[config.mk]
export PLATFORM = sky130hd
export DESIGN_NAME = pbm_port_b_mux
export DESIGN_NICKNAME = d
export VERILOG_FILES = /design/src/logic/pbm_pin_cell.v /design/src/logic/pbm_port_b_mux.v
export VERILOG_INCLUDE_DIRS = /design/src /design/src/logic
export SDC_FILE = /design/constraint.sdc
export NUM_CORES = 1
export LEC_CHECK = 0
export BUFFER_PORTS_ARGS = -buffer_cell sky130_fd_sc_hd__buf_4
export CAP_MARGIN = 20
export CORE_MARGIN = 2
export CORE_UTILIZATION = 30
export DETAILED_ROUTE_END_ITERATION = 8
export PLACE_DENSITY = 0.68
export SYNTH_ARGS = -nofsm -noshare
export SYNTH_HDL_FRONTEND = slang
export SYNTH_SLANG_ARGS = --single-unit
[constraint.sdc]
create_clock -name clk_i -period 1.6 [get_ports clk_i]
set_clock_uncertainty 0.2 [all_clocks]
set_input_delay 0.16 -clock clk_i [delete_from_list [all_inputs] [get_ports clk_i]]
set_output_delay 0.16 -clock clk_i [all_outputs]
set_load 0.05 [all_outputs]
[src/logic/pbm_defs.vh]
// register offsets, field positions, reset values for the port b override mux
`ifndef PBM_DEFS_VH
`define PBM_DEFS_VH
`define PBM_ADDR_CTRL 4'h0
`define PBM_ADDR_PORT 4'h4
`define PBM_ADDR_DIR 4'h8
`define PBM_ADDR_DINOFF 4'hC
`define PBM_CTRL_SPS 7
`define PBM_CTRL_PUD 4
`define PBM_CTRL_IVS 1
`define PBM_CTRL_IVC 0
`define PBM_CTRL_MASK 8'h93
`define PBM_CTRL_RST 8'h00
`define PBM_PORT_RST 8'h00
`define PBM_DIR_RST 8'h00
`define PBM_DINOFF_RST 8'h00
`define PBM_DIN_CH4 0
`define PBM_DIN_CH7 1
`define PBM_DIN_CH6 2
`define PBM_DIN_CH5 3
`define PBM_DIN_POS_IN_A 4
`define PBM_DINOFF_MASK 8'h1F
`endif

[src/logic/pbm_pin_cell.v]
// one generic pin cell resolving the four override pairs
`timescale 1ns/10ps
`default_nettype none
module pbm_pin_cell (
  input wire pullup_override_en_i,
  input wire pullup_override_val_i,
  input wire direction_override_en_i,
  input wire direction_override_val_i,
  input wire value_override_en_i,
  input wire value_override_val_i,
  input wire input_enable_override_en_i,
  input wire input_enable_override_val_i,
  input wire pin_direction_bit_i,
  input wire pin_output_bit_i,
  input wire global_pullup_off_i,
  input wire sleep_clamp_i,
  input wire pad_in_i,
  output wire pullup_o,
  output wire drive_en_o,
  output wire drive_val_o,
  output wire din_o
);
  wire din_en;
  // pull-up: override or the classic 0,1,0 decode
  assign pullup_o = pullup_override_en_i ? pullup_override_val_i :
    (~pin_direction_bit_i & pin_output_bit_i & ~global_pullup_off_i);
  assign drive_en_o = direction_override_en_i ? direction_override_val_i : pin_direction_bit_i;
  // value only matters while the driver is on
  assign drive_val_o = drive_en_o & (value_override_en_i ? value_override_val_i : pin_output_bit_i);
  assign din_en = input_enable_override_en_i ? input_enable_override_val_i : ~sleep_clamp_i;
  // clamped input reads low, as the schmitt trigger does
  assign din_o = pad_in_i & din_en;
endmodule
`default_nettype wire

[src/logic/pbm_port_b_mux.v]
// port b alternate-function override mux with wishbone control registers
//
// What this block does
// - pull-up disable kills every port pull-up
// - spi slave forces clock pin input unless pwm 0b is enabled
// - spi master: clock pin follows direction bit
// - forced clock input keeps output-bit pull-up
// - mosi pin input in slave, own bit master
// - forced mosi input pull-up from output bit
// - miso pin input in master, own bit slave
// - forced miso input pull-up from output bit
// - spi inputs gated by location and reset
// - pwm 1b drives bit 6 when enabled
// - irq2 forces bit 5 input enabled
// - irq1 forces bit 2 input enabled
// - adc channel disable bits kill digital inputs
// - one pos_in_a bit disables pins 4, 3
// - each pin feeds same-index pin-change source
// - control register bits 7,4,1,0, reset zero
// - pull-up override or direction/output/disable decode
// - driver from override or direction bit
// - input enable from override or sleep clamp
//
// Decided for this implementation: the register offsets and the Wishbone register port.
`timescale 1ns/10ps
`default_nettype none
`include "pbm_defs.vh"
module pbm_port_b_mux (
  input wire clk_i,
  input wire rst_i,
  // classic wishbone slave
  input wire wb_cyc_i,
  input wire wb_stb_i,
  input wire wb_we_i,
  input wire [3:0] wb_adr_i,
  input wire [3:0] wb_sel_i,
  input wire [31:0] wb_dat_i,
  output reg [31:0] wb_dat_o,
  output reg wb_ack_o,
  // peripheral controls, same clock
  input wire spi_on_i,
  input wire spi_master_sel_i,
  input wire spi_sclk_out_i,
  input wire spi_mosi_out_i,
  input wire spi_miso_out_i,
  input wire pwm0_outb_en_i,
  input wire pwm0_out_b_i,
  input wire pwm1_outb_en_i,
  input wire pwm1_out_b_i,
  input wire ext_irq1_enabled_i,
  input wire ext_irq2_enabled_i,
  input wire sleep_clamp_i,
  // pads
  input wire [7:0] pad_in_i,
  output reg [7:0] pad_out_o,
  output reg [7:0] pad_oe_o,
  output reg [7:0] pad_pullup_o,
  // alternate digital inputs, then control register bits
  output reg spi_clock_in_o,
  output reg spi_mosi_in_o,
  output reg spi_miso_in_o,
  output reg ext_irq1_in_o,
  output reg ext_irq2_in_o,
  output reg [7:0] pin_change_src_o,
  output wire global_pullup_off_o,
  output wire spi_pin_location_sel_o,
  output wire vector_table_sel_o,
  output wire vector_change_unlock_o
);
  reg [7:0] mcu_control;
  reg [7:0] pin_output_bit;
  reg [7:0] pin_direction_bit;
  reg [7:0] din_off;
  reg [7:0] pad_meta;
  reg [7:0] pad_sync;
  wire wb_hit;
  wire global_pullup_off;
  wire sps;
  wire spi_slave_dflt;
  wire spi_master_dflt;
  wire [7:0] pullup_override_en;
  wire [7:0] pullup_override_val;
  wire [7:0] direction_override_en;
  wire [7:0] direction_override_val;
  wire [7:0] value_override_en;
  wire [7:0] value_override_val;
  wire [7:0] input_enable_override_en;
  wire [7:0] input_enable_override_val;
  wire [7:0] c_pu;
  wire [7:0] c_oe;
  wire [7:0] c_out;
  wire [7:0] c_din;

  // byte 0 carries every register; upper lanes ignored
  function [7:0] pbm_merge;
    input [7:0] old;
    input [7:0] wr;
    input [7:0] mask;
    input lane;
    begin
      pbm_merge = lane ? (wr & mask) : old;
    end
  endfunction

  assign global_pullup_off = mcu_control[`PBM_CTRL_PUD];
  assign sps = mcu_control[`PBM_CTRL_SPS];
  assign global_pullup_off_o = global_pullup_off;
  assign spi_pin_location_sel_o = sps;
  assign vector_table_sel_o = mcu_control[`PBM_CTRL_IVS];
  assign vector_change_unlock_o = mcu_control[`PBM_CTRL_IVC];
  assign wb_hit = wb_cyc_i & wb_stb_i & ~wb_ack_o;

  // writes land on the edge where the master sees ack, so both sides agree on when
  always @(posedge clk_i)
  begin
    if (rst_i)
    begin
      mcu_control <= `PBM_CTRL_RST;
      pin_output_bit <= `PBM_PORT_RST;
      pin_direction_bit <= `PBM_DIR_RST;
      din_off <= `PBM_DINOFF_RST;
      wb_ack_o <= 1'b0;
    end
    else
    begin
      wb_ack_o <= wb_hit;
      if (wb_cyc_i & wb_stb_i & wb_ack_o & wb_we_i)
      begin
        case (wb_adr_i)
          `PBM_ADDR_CTRL: mcu_control <= pbm_merge(mcu_control, wb_dat_i[7:0], `PBM_CTRL_MASK, wb_sel_i[0]);
          `PBM_ADDR_PORT: pin_output_bit <= pbm_merge(pin_output_bit, wb_dat_i[7:0], 8'hFF, wb_sel_i[0]);
          `PBM_ADDR_DIR: pin_direction_bit <= pbm_merge(pin_direction_bit, wb_dat_i[7:0], 8'hFF, wb_sel_i[0]);
          `PBM_ADDR_DINOFF: din_off <= pbm_merge(din_off, wb_dat_i[7:0], `PBM_DINOFF_MASK, wb_sel_i[0]);
          default: ;
        endcase
      end
    end
  end

  // read data; unmapped addresses read the synchronised pads and still ack
  always @(posedge clk_i)
  begin
    if (rst_i)
      wb_dat_o <= 32'h00000000;
    else if (wb_hit & ~wb_we_i)
    begin
      case (wb_adr_i)
        `PBM_ADDR_CTRL: wb_dat_o <= {24'h000000, mcu_control};
        `PBM_ADDR_PORT: wb_dat_o <= {24'h000000, pin_output_bit};
        `PBM_ADDR_DIR: wb_dat_o <= {24'h000000, pin_direction_bit};
        `PBM_ADDR_DINOFF: wb_dat_o <= {24'h000000, din_off};
        default: wb_dat_o <= {24'h000000, pad_sync};
      endcase
    end
  end

  // pads are asynchronous: two flops before any use
  always @(posedge clk_i)
  begin
    if (rst_i)
    begin
      pad_meta <= 8'h00;
      pad_sync <= 8'h00;
    end
    else
    begin
      pad_meta <= pad_in_i;
      pad_sync <= pad_meta;
    end
  end

  // printed terms lost their bars; slave at default location is the override case
  assign spi_slave_dflt = spi_on_i & ~spi_master_sel_i & ~sps;
  assign spi_master_dflt = spi_on_i & spi_master_sel_i & ~sps;

  // bit 7: spi clock and pwm 0b
  assign pullup_override_en[7] = spi_slave_dflt;
  assign pullup_override_val[7] = pin_output_bit[7] & ~global_pullup_off;
  assign direction_override_en[7] = spi_slave_dflt | pwm0_outb_en_i;
  assign direction_override_val[7] = pwm0_outb_en_i;
  assign value_override_en[7] = spi_master_dflt | pwm0_outb_en_i;
  assign value_override_val[7] = pwm0_outb_en_i ? pwm0_out_b_i : spi_sclk_out_i;
  assign input_enable_override_en[7] = din_off[`PBM_DIN_CH4];
  assign input_enable_override_val[7] = 1'b0;
  // bit 6: pwm 1b
  assign pullup_override_en[6] = 1'b0;
  assign pullup_override_val[6] = 1'b0;
  assign direction_override_en[6] = pwm1_outb_en_i;
  assign direction_override_val[6] = 1'b1;
  assign value_override_en[6] = pwm1_outb_en_i;
  assign value_override_val[6] = pwm1_out_b_i;
  assign input_enable_override_en[6] = din_off[`PBM_DIN_CH7];
  assign input_enable_override_val[6] = 1'b0;
  // bit 5: irq2 beats the channel disable
  assign input_enable_override_en[5] = din_off[`PBM_DIN_CH6] | ext_irq2_enabled_i;
  assign input_enable_override_val[5] = ext_irq2_enabled_i;
  // bits 4, 3: shared pos_in_a disable
  assign input_enable_override_en[4] = din_off[`PBM_DIN_POS_IN_A];
  assign input_enable_override_en[3] = din_off[`PBM_DIN_POS_IN_A];
  // bit 2: irq1
  assign input_enable_override_en[2] = din_off[`PBM_DIN_CH5] | ext_irq1_enabled_i;
  assign input_enable_override_val[2] = ext_irq1_enabled_i;
  assign input_enable_override_val[4] = 1'b0;
  assign input_enable_override_val[3] = 1'b0;
  assign {pullup_override_en[5], pullup_override_val[5], direction_override_en[5], direction_override_val[5], value_override_en[5], value_override_val[5]} = 6'h00;
  assign {pullup_override_en[4], pullup_override_val[4], direction_override_en[4], direction_override_val[4], value_override_en[4], value_override_val[4]} = 6'h00;
  assign {pullup_override_en[3], pullup_override_val[3], direction_override_en[3], direction_override_val[3], value_override_en[3], value_override_val[3]} = 6'h00;
  assign {pullup_override_en[2], pullup_override_val[2], direction_override_en[2], direction_override_val[2], value_override_en[2], value_override_val[2]} = 6'h00;
  // bit 1: mosi, forced input as slave
  assign pullup_override_en[1] = spi_slave_dflt;
  assign pullup_override_val[1] = pin_output_bit[1] & ~global_pullup_off;
  assign direction_override_en[1] = spi_slave_dflt;
  assign direction_override_val[1] = 1'b0;
  assign value_override_en[1] = spi_master_dflt;
  assign value_override_val[1] = spi_mosi_out_i;
  assign input_enable_override_en[1] = 1'b0;
  assign input_enable_override_val[1] = 1'b0;
  // bit 0: miso, forced input as master
  assign pullup_override_en[0] = spi_master_dflt;
  assign pullup_override_val[0] = pin_output_bit[0] & ~global_pullup_off;
  assign direction_override_en[0] = spi_master_dflt;
  assign direction_override_val[0] = 1'b0;
  assign value_override_en[0] = spi_slave_dflt;
  assign value_override_val[0] = spi_miso_out_i;
  assign input_enable_override_en[0] = 1'b0;
  assign input_enable_override_val[0] = 1'b0;

  // one cell per pin; analog use left to software pull-up/direction setup
  genvar gi;
  generate
    for (gi = 0; gi < 8; gi = gi + 1)
    begin : g_pin
      pbm_pin_cell u_cell (
        .pullup_override_en_i(pullup_override_en[gi]),
        .pullup_override_val_i(pullup_override_val[gi]),
        .direction_override_en_i(direction_override_en[gi]),
        .direction_override_val_i(direction_override_val[gi]),
        .value_override_en_i(value_override_en[gi]),
        .value_override_val_i(value_override_val[gi]),
        .input_enable_override_en_i(input_enable_override_en[gi]),
        .input_enable_override_val_i(input_enable_override_val[gi]),
        .pin_direction_bit_i(pin_direction_bit[gi]),
        .pin_output_bit_i(pin_output_bit[gi]),
        .global_pullup_off_i(global_pullup_off),
        .sleep_clamp_i(sleep_clamp_i),
        .pad_in_i(pad_sync[gi]),
        .pullup_o(c_pu[gi]),
        .drive_en_o(c_oe[gi]),
        .drive_val_o(c_out[gi]),
        .din_o(c_din[gi])
      );
    end
  endgenerate

  // registered pad controls and alternate inputs
  always @(posedge clk_i)
  begin
    if (rst_i)
    begin
      pad_out_o <= 8'h00;
      pad_oe_o <= 8'h00;
      pad_pullup_o <= 8'h00;
      spi_clock_in_o <= 1'b0;
      spi_mosi_in_o <= 1'b0;
      spi_miso_in_o <= 1'b0;
      ext_irq1_in_o <= 1'b0;
      ext_irq2_in_o <= 1'b0;
      pin_change_src_o <= 8'h00;
    end
    else
    begin
      pad_out_o <= c_out;
      pad_oe_o <= c_oe;
      pad_pullup_o <= c_pu & {8{~global_pullup_off}};
      spi_clock_in_o <= c_din[7] & ~sps;
      spi_mosi_in_o <= c_din[1] & ~sps;
      spi_miso_in_o <= c_din[0] & ~sps;
      ext_irq2_in_o <= c_din[5];
      ext_irq1_in_o <= c_din[2];
      pin_change_src_o <= c_din;
    end
  end
endmodule
`default_nettype wire

Word level (Yosys, flattened, before mapping):

Cells that the tools add are included.

* register bits: 111
* memory bits (read-only): 0
* RAM bits: 0
* output and inout port bits: 74
* memories kept: 0
* latch bits: 0
* input port bits: 65
* word-level logic and storage cells: 109

* muxes and demuxes: 18
* add/sub/neg operators: 0
* multipliers: 0
* shift operators: 0
* div/mod/pow operators: 0
* magnitude comparators: 0
* reduce and logical (&&, ||, !) cells: 5
* eq/ne operators: 3
* bitwise logic cells: 66

Operator list (count)
* AND 1 bit: 47
* case mux 8 bit (4 select lines): 1
* 2-to-1 mux 1 bit: 17
* inverter 1 bit: 14
* AND reduction 3 bit: 4
* AND 8 bit: 1
* == test 4 bit, second input constant: 2
* == test 4 x 3 -> 1 bit, second input constant: 1
* logical NOT 4 bit: 1
* OR 1 bit: 4

Depth between registers and ports, before layout:

Gate-level depths: netlist of the first run.

* depth after elaboration: 6
* gate-level depth with buffers: 5
* gate-level depth less buffers: 4

Hierarchy:

From an unflattened synthesis of the first run, not the netlist that was laid out.

* cell total of the unflattened synthesis: 381
* area, all modules: 3890.0 sq um

Modules (own cells, without submodules)
* pbm_port_b_mux: times used 1, cells an instance 309, area each 3219.3 sq um
* pbm_pin_cell: times used 8, cells an instance 9, area each 83.8 sq um

Worst setup path before layout of the first run:

OpenSTA, ideal clock, no wires.

* path type: register to register
* start: reg wb_ack_o
* end: reg mcu_control[0]
* stages on the path, launching flop included: 5
* arrival: 1809 ps
* clock period less this slack: 2129 ps
* setup slack: -529 ps
* cell sequence: dfxtp_1 > nand3_1 > or4b_4 > buf_6 > mux2i_1

* longest elaborated chain between the ends: 3

Ends and longest elaborated chain
* start, declared: RTL line pbm_port_b_mux.v:39 `output reg wb_ack_o,`
* start signal, assigned: RTL line pbm_port_b_mux.v:126 `wb_ack_o <= wb_hit;`
* AND 1 bit (2 in series): RTL line pbm_port_b_mux.v:127 `if (wb_cyc_i & wb_stb_i & wb_ack_o & wb_we_i)`
* AND reduction 3 bit (no line)
* end signal, assigned: RTL line pbm_port_b_mux.v:118 `` mcu_control <= `PBM_CTRL_RST; ``
* end signal, assigned: RTL line pbm_port_b_mux.v:130 `` `PBM_ADDR_CTRL: mcu_control <= pbm_merge(mcu_control, wb_dat_i[7:0], `PBM_CTRL_MASK, wb_sel_i[0]); ``
* end, declared: RTL line pbm_port_b_mux.v:70 `reg [7:0] mcu_control;`

Every way passes these cells.
A chain may end at the register's enable or synchronous reset.

==> impl_metrics.ini, run 1 <==
[drt]
wl_per_cell_um = 13.4
post-route-drc-count = 0
vias = 2563
routed_wl_mm = 7.98
viasPerCell = 4.31
drtIter0Drc = 68
ant_nets = 0
firstDrtPassIters = 5

[floorplanning]
start_util_pct = 31.2
fp-row-count = 37
pin_count = 139
core-area_sq_um = 10400
die_h_um = 108
dieArea_sq_um = 11700
die_w_um = 108

[clock_tree]
clock_latency_ns = 0.35
cts_buffers = 9
htreeDepth = 3
cts_root_buffer = clkbuf_8
clk_pin_slew_worst_paths_ns = 0.09
cts_max_path_buffers = 2
cts_sinks = 85
cts_tree = built

[timing]
fin_ws_ns = 0.0480
fmax_ghz = 0.644
holdWs_ns = 0.0766
period_share_pct = 97.0
setup_viol = 0
setup_tns_ns = 0
finalCriticalPeriod_ns = 1.55
hold_violations = 0
slew_violations = 0

[worst_setup_path]
cp-start-kind = primary input
path_class = primary input to register
worstPathMaxFanout = 14
path_cells = dlygate4sd3_1 > buf_6 > clkinvlp_4 > o31a_1 > buf_4 > a32o_1
worstPathRequired_ns = 1.65
critical-path-max-stage-delay_ns = 0.55
critPathSlowestCell = dlygate4sd3_1
end_kind = register
critPathArrivalTime_ns = 1.60

[placed_design]
port_buffers = 87
routabilityCongestion = 0.817
pre_cts_ws_ns = -0.118
hpwl_mm = 5.94

[power_and_ir_drop]
p_int_uw = 2970
combinationalPowerShare_pct = 13.4
p_leak_uw = 0.00213
clock_power_share_pct = 34.0
p_seq_share_pct = 52.7
p_sw_uw = 1120
vdd_drop_max_uv = 409
power.total_uw = 4100
p_per_area_nw_per_um2 = 886
switching_share_pct = 27.4

[synthesis]
synth_area_leaders = dfxtp_1 (52%), mux2i_1 (10%), buf_4 (6.0%), nand2_1 (4.9%), nor2b_1 (3.5%)
yosysSeqAreaShare_pct = 52.4
synth_warnings = 0
netlist_area_sq_um = 3250
synthFlopType = dfxtp_1
async_reset_ff_share_pct = 0
synth_cells = 315
ys_ff_latch = 85
yosys.area.top_type = dfxtp_1
synth_top_area_share_pct = 52.4
synth.distinct_cells = 40
synth-edff-count = 0
syn_area_per_cell_sq_um = 10.3

[cells_and_area]
multi_input_area_sq_um = 1350
drive_gt1_share_pct = 31.2
areaGrowthSynthToFinish_pct = 42.3
final_cell_mix = buf_4 (111), dfxtp_1 (83), nand2_1 (42)
nets = 518
regArea_sq_um = 1710
n_antenna_cell = 0
layout_commonest_cell = buf_4
fillers = 1009

[run]
drv_cap = 0

[global_route]
grt.overflow.total = 0
grt_antenna_before_repair = 0
grt_usage_pct = 13.7
grt_max_degree = 20
grt_pass1_wl_mm = 12.3
grt_pass1_vias = 2481

[outcome]
outcome = finished clean

[worst_hold_path]
hp-class = primary input to register
-- cell usage after synthesis (all sizes together) (3+ instances only) --
cell type,count
nor3b,9
nand2,43
or2,3
nor2b,18
nor2,11
nor4,3
dfxtp,85
inv,8
a21oi,6
nor3,6
buf,34
mux2i,34
nand2b,8
clkbuf,7
and2,4
nand3,3
a221o,4
a32o,8
-- cell families (layout without fill, tap and decap cells) --
family                 count (synthesis)  after routing  synth area share [%]
AND/OR/NAND/NOR                      118            118                  20.2
flip-flops                            85             85                  52.4
buffers and inverters                 49            169                  9.32
multiplexers                          36             36                  11.2
AO/OA/AOI/OAI                         26             26                  6.78
other                                  1             24                 0.115
-- power by group through the flow --
stage	logic, uW	clock network, uW	registers [uW]
3_5_place_dp	475	0	2210
3_3_place_gp	470	0	2210
6_report	547	1390	2160
4_1_cts	538	1440	2160
2_1_floorplan	305	0	2260
5_1_grt	581	1520	2160
-- worst max-delay path: cells and delay by family --
kind,cells,cell delay (ns)
AO/OA/AOI/OAI,2,0.35
buffers and inverters,4,1.08
-- flip-flops by register name, summed over array words and instances, names as in the netlist, 4 cells and up --
register	cells
mcu_control	4
wb_dat_o	8
pad_pullup_o	8
pin_output_bit	8
pad_out_o	8
din_off	5
pin_change_src_o	8
pad_oe_o	8
pad_meta	8
pin_direction_bit	8
pad_sync	8
-- cell type report --
cell class | count | share of cell area (%)
clock buffer | 10 | 2.98
clock inverter | 6 | 0.975
inverter | 8 | 0.731
multi-input combinational | 204 | 29.3
sequential | 85 | 36.9
tap | 136 | 3.68
timing repair buffer | 145 | 25.4
-- per-stage QoR --
step | util [%] | cells | area (sq um)
2_1_floorplan | - | 338 | 3360
3_3_place_gp | 39.2 | 543 | 4080
3_5_place_dp | 39.2 | 543 | 4080
4_1_cts | 44.0 | 591 | 4590
5_1_grt | 44.4 | 594 | 4620
6_report | 44.4 | 594 | 4620
-- what timing repair did --
item / CTS / global route
endpoints found under the setup margin: 3 / 35
resized for setup: 1 / 3
setup buffers: 0 / 3
pin swaps: 0 / 1
cloned: 0 / 0
hold buffers: 32 / 0
hold endpoints to repair: 50 / 0
-- final timing paths --
kind                                   from                end  slack [ns]  cells past startpoint
worst max-delay path                  rst_i        wb_dat_o[0]        0.05                      6
worst min-delay path            wb_adr_i[2]        wb_dat_o[2]        0.08                      3
worst max register to register     wb_ack_o  pin_output_bit[4]        0.10                      4
worst min register to register  pad_meta[1]        pad_sync[1]        0.24                      1
-- per-layer routing --
metal / global-route usage (%) / vias to the layer above / wire (um)
met5: 0 / - / 0
met4: 4.49 / 0 / 82
met3: 3.50 / 7 / 538
met2: 23.5 / 76 / 3850
met1: 16.9 / 1180 / 3510
li1: - / 1300 / -
Note: power is estimated with default switching activity, not from simulation.
==> run 2, diff against run 1 <==
--- a/config.mk
+++ b/config.mk
@@ -6,12 +6,12 @@
 export SDC_FILE = /design/constraint.sdc
 export NUM_CORES = 1
 export LEC_CHECK = 0
-export BUFFER_PORTS_ARGS = -buffer_cell sky130_fd_sc_hd__buf_4
 export CAP_MARGIN = 20
 export CORE_MARGIN = 2
 export CORE_UTILIZATION = 30
 export DETAILED_ROUTE_END_ITERATION = 8
-export PLACE_DENSITY = 0.68
+export DONT_BUFFER_PORTS = 1
+export PLACE_DENSITY = 0.56
 export SYNTH_ARGS = -nofsm -noshare
 export SYNTH_HDL_FRONTEND = slang
 export SYNTH_SLANG_ARGS = --single-unit
==> impl_metrics.ini, run 2 (synthesis results as in run 1) <==
[outcome]
failed_checks = hold timing
outcome = finished, violations left

[timing]
max_slew.worst_pin.slew_ns = 0.523
holdWs_ns = -0.0744
relSlewSlack_pct = 65.1
fmax_ghz = 0.629
slew_violations = 0
finalCriticalPeriod_ns = 1.59
setup_viol = 0
hold_violations = 10
period_share_pct = 99.4
rsz0062_at_grt = false

[cells_and_area]
final_cell_mix = dfxtp_1 (83), dlygate4sd3_1 (46), nand2_1 (42)
n_antenna_cell = 0
areaGrowthSynthToFinish_pct = 26.4
fillers = 1069
drive_gt1_share_pct = 14.1
layout_commonest_cell = dfxtp_1
nets = 445
final_cell_area_sq_um = 4110

[worst_setup_path]
critPathLaunch = wb_stb_i
cp-start-kind = primary input
r2r_slack_ns = 0.04
worstPathRequired_ns = 1.64
crit_cells = 5
path_cells = dlygate4sd3_1 > nand2_2 > buf_4 > nor3_2 > dlygate4sd3_1
critical_path.most_common_cell = dlygate4sd3_1
timing.rr.start = wb_ack_o
end_kind = register
r2r_cells = 3
worstPathMaxFanout = 6
path_class = primary input to register
critPathSlowestCell = dlygate4sd3_1
critical-path-top-delay-family = buffers and inverters
cp_num_buf_inv = 3
critical-path-max-stage-delay_ns = 0.56
critPathArrivalTime_ns = 1.63
crit_end = wb_ack_o
rr_endpoint = wb_ack_o

[drt]
post-route-drc-count = 0
routed_wl_mm = 7.98
wl_per_cell_um = 15.3
viasPerCell = 4.48
met3_length_um = 594
route.top_layer_used = met4
vias = 2329
drtIter0Drc = 153
firstDrtPassIters = 4
wl_met1_mm = 3.62
wl_met2_mm = 3.72
ant_nets = 0

[clock_tree]
htreeDepth = 3
cts_sinks = 85
cts_root_buffer = clkbuf_8
cts_max_path_buffers = 2
cts_tree = built
cts_hold_buffers = 47
clk_pin_slew_worst_paths_ns = 0.08
cts_buffers = 9
clock_latency_ns = 0.36

[power_and_ir_drop]
p_sw_uw = 1040
p_int_uw = 2840
switching_share_pct = 26.9
p_seq_share_pct = 56.3
combinationalPowerShare_pct = 10.7
p_leak_uw = 0.00179
clock_power_share_pct = 33.0
p_per_area_nw_per_um2 = 947
vdd_drop_max_uv = 457

[run]
drv_cap = 0

[global_route]
grt.overflow.total = 0
grt_max_degree = 38
grt_pass1_vias = 2385
grt_usage_pct = 14.2
grt_pass1_wl_mm = 12.4
grt_antenna_before_repair = 0

[floorplanning]
die_h_um = 108
fp-row-count = 37
core-area_sq_um = 10400
die_w_um = 108
dieArea_sq_um = 11700
pin_count = 139
start_util_pct = 31.2

[placed_design]
port_buffers = 0
dpl-instance-area_sq_um = 3460
hpwl_mm = 5.68
routabilityCongestion = 0.748

[worst_hold_path]
hp-class = primary input to register
[run 2: cell types whose count changed in the layout (fill, tap and decap cells not counted), moves of 2 or more]
| cell | before | now |
|---|---|---|
| buf_4 | 111 | 22 |
| dlygate4sd3_1 | 32 | 46 |
| clkinvlp_4 | 4 | 0 |
| clkinv_2 | 1 | 4 |
| inv_6 | 2 | 0 |
[run 2: repair_timing]
item	CTS	global route
setup buffers	0	0
resized for setup	0	6
endpoints found under the setup margin	0	24
endpoints found under the hold margin	76	10
[run 2: power by group through the flow]
stage / Clock [uW] / Sequential (uW) / Combinational, uW
6_report: 1280 / 2190 / 416
3_5_place_dp: 0 / 2240 / 313
2_1_floorplan: 0 / 2260 / 305
4_1_cts: 1330 / 2190 / 413
5_1_grt: 1430 / 2190 / 444
3_3_place_gp: 0 / 2240 / 310
[run 2: worst min path at each step]
stage                          start          end  slack (ns)  depth (start not counted)
floorplan           spi_master_sel_i  pad_oe_o[0]        0.05                          1
global placement               rst_i     wb_ack_o        0.03                          1
detailed placement             rst_i  pad_meta[1]        0.04                          1
CTS                      wb_adr_i[2]  wb_dat_o[2]        -0.1                          2
global route             wb_adr_i[2]  wb_dat_o[2]       -0.09                          2
finish                   wb_adr_i[2]  wb_dat_o[2]       -0.07                          2
[run 2: layout make-up]
class	count	area [sq um]	area share [%]
clock buffers	10	128	3.11
clock inverters	5	28.8	0.701
inverters	8	30.0	0.731
multi-input cells	204	1360	33.2
flip-flops and latches	85	1710	41.6
well taps	136	170	4.15
repair buffers	72	681	16.6
[run 2: stage by stage]
step           std cells  TNS (ns)  power [uW]  utilization [%]  worst slack (ns)
2_1_floorplan        338    -0.212        2560                -           -0.0375
3_3_place_gp         458         0        2550             33.2            0.0516
3_5_place_dp         458         0        2550             33.2            0.0301
4_1_cts              520         0        3930             39.2            0.0108
5_1_grt              520         0        4070             39.4           0.00325
6_report             520         0        3890             39.4            0.0104
[run 2: per-layer routing]
layer | up-vias | global-route usage [%]
met1 | 1101 | 17.5
met2 | 74 | 22.1
met5 | - | 0
met4 | 0 | 4.95
met3 | 4 | 6.09
li1 | 1150 | -
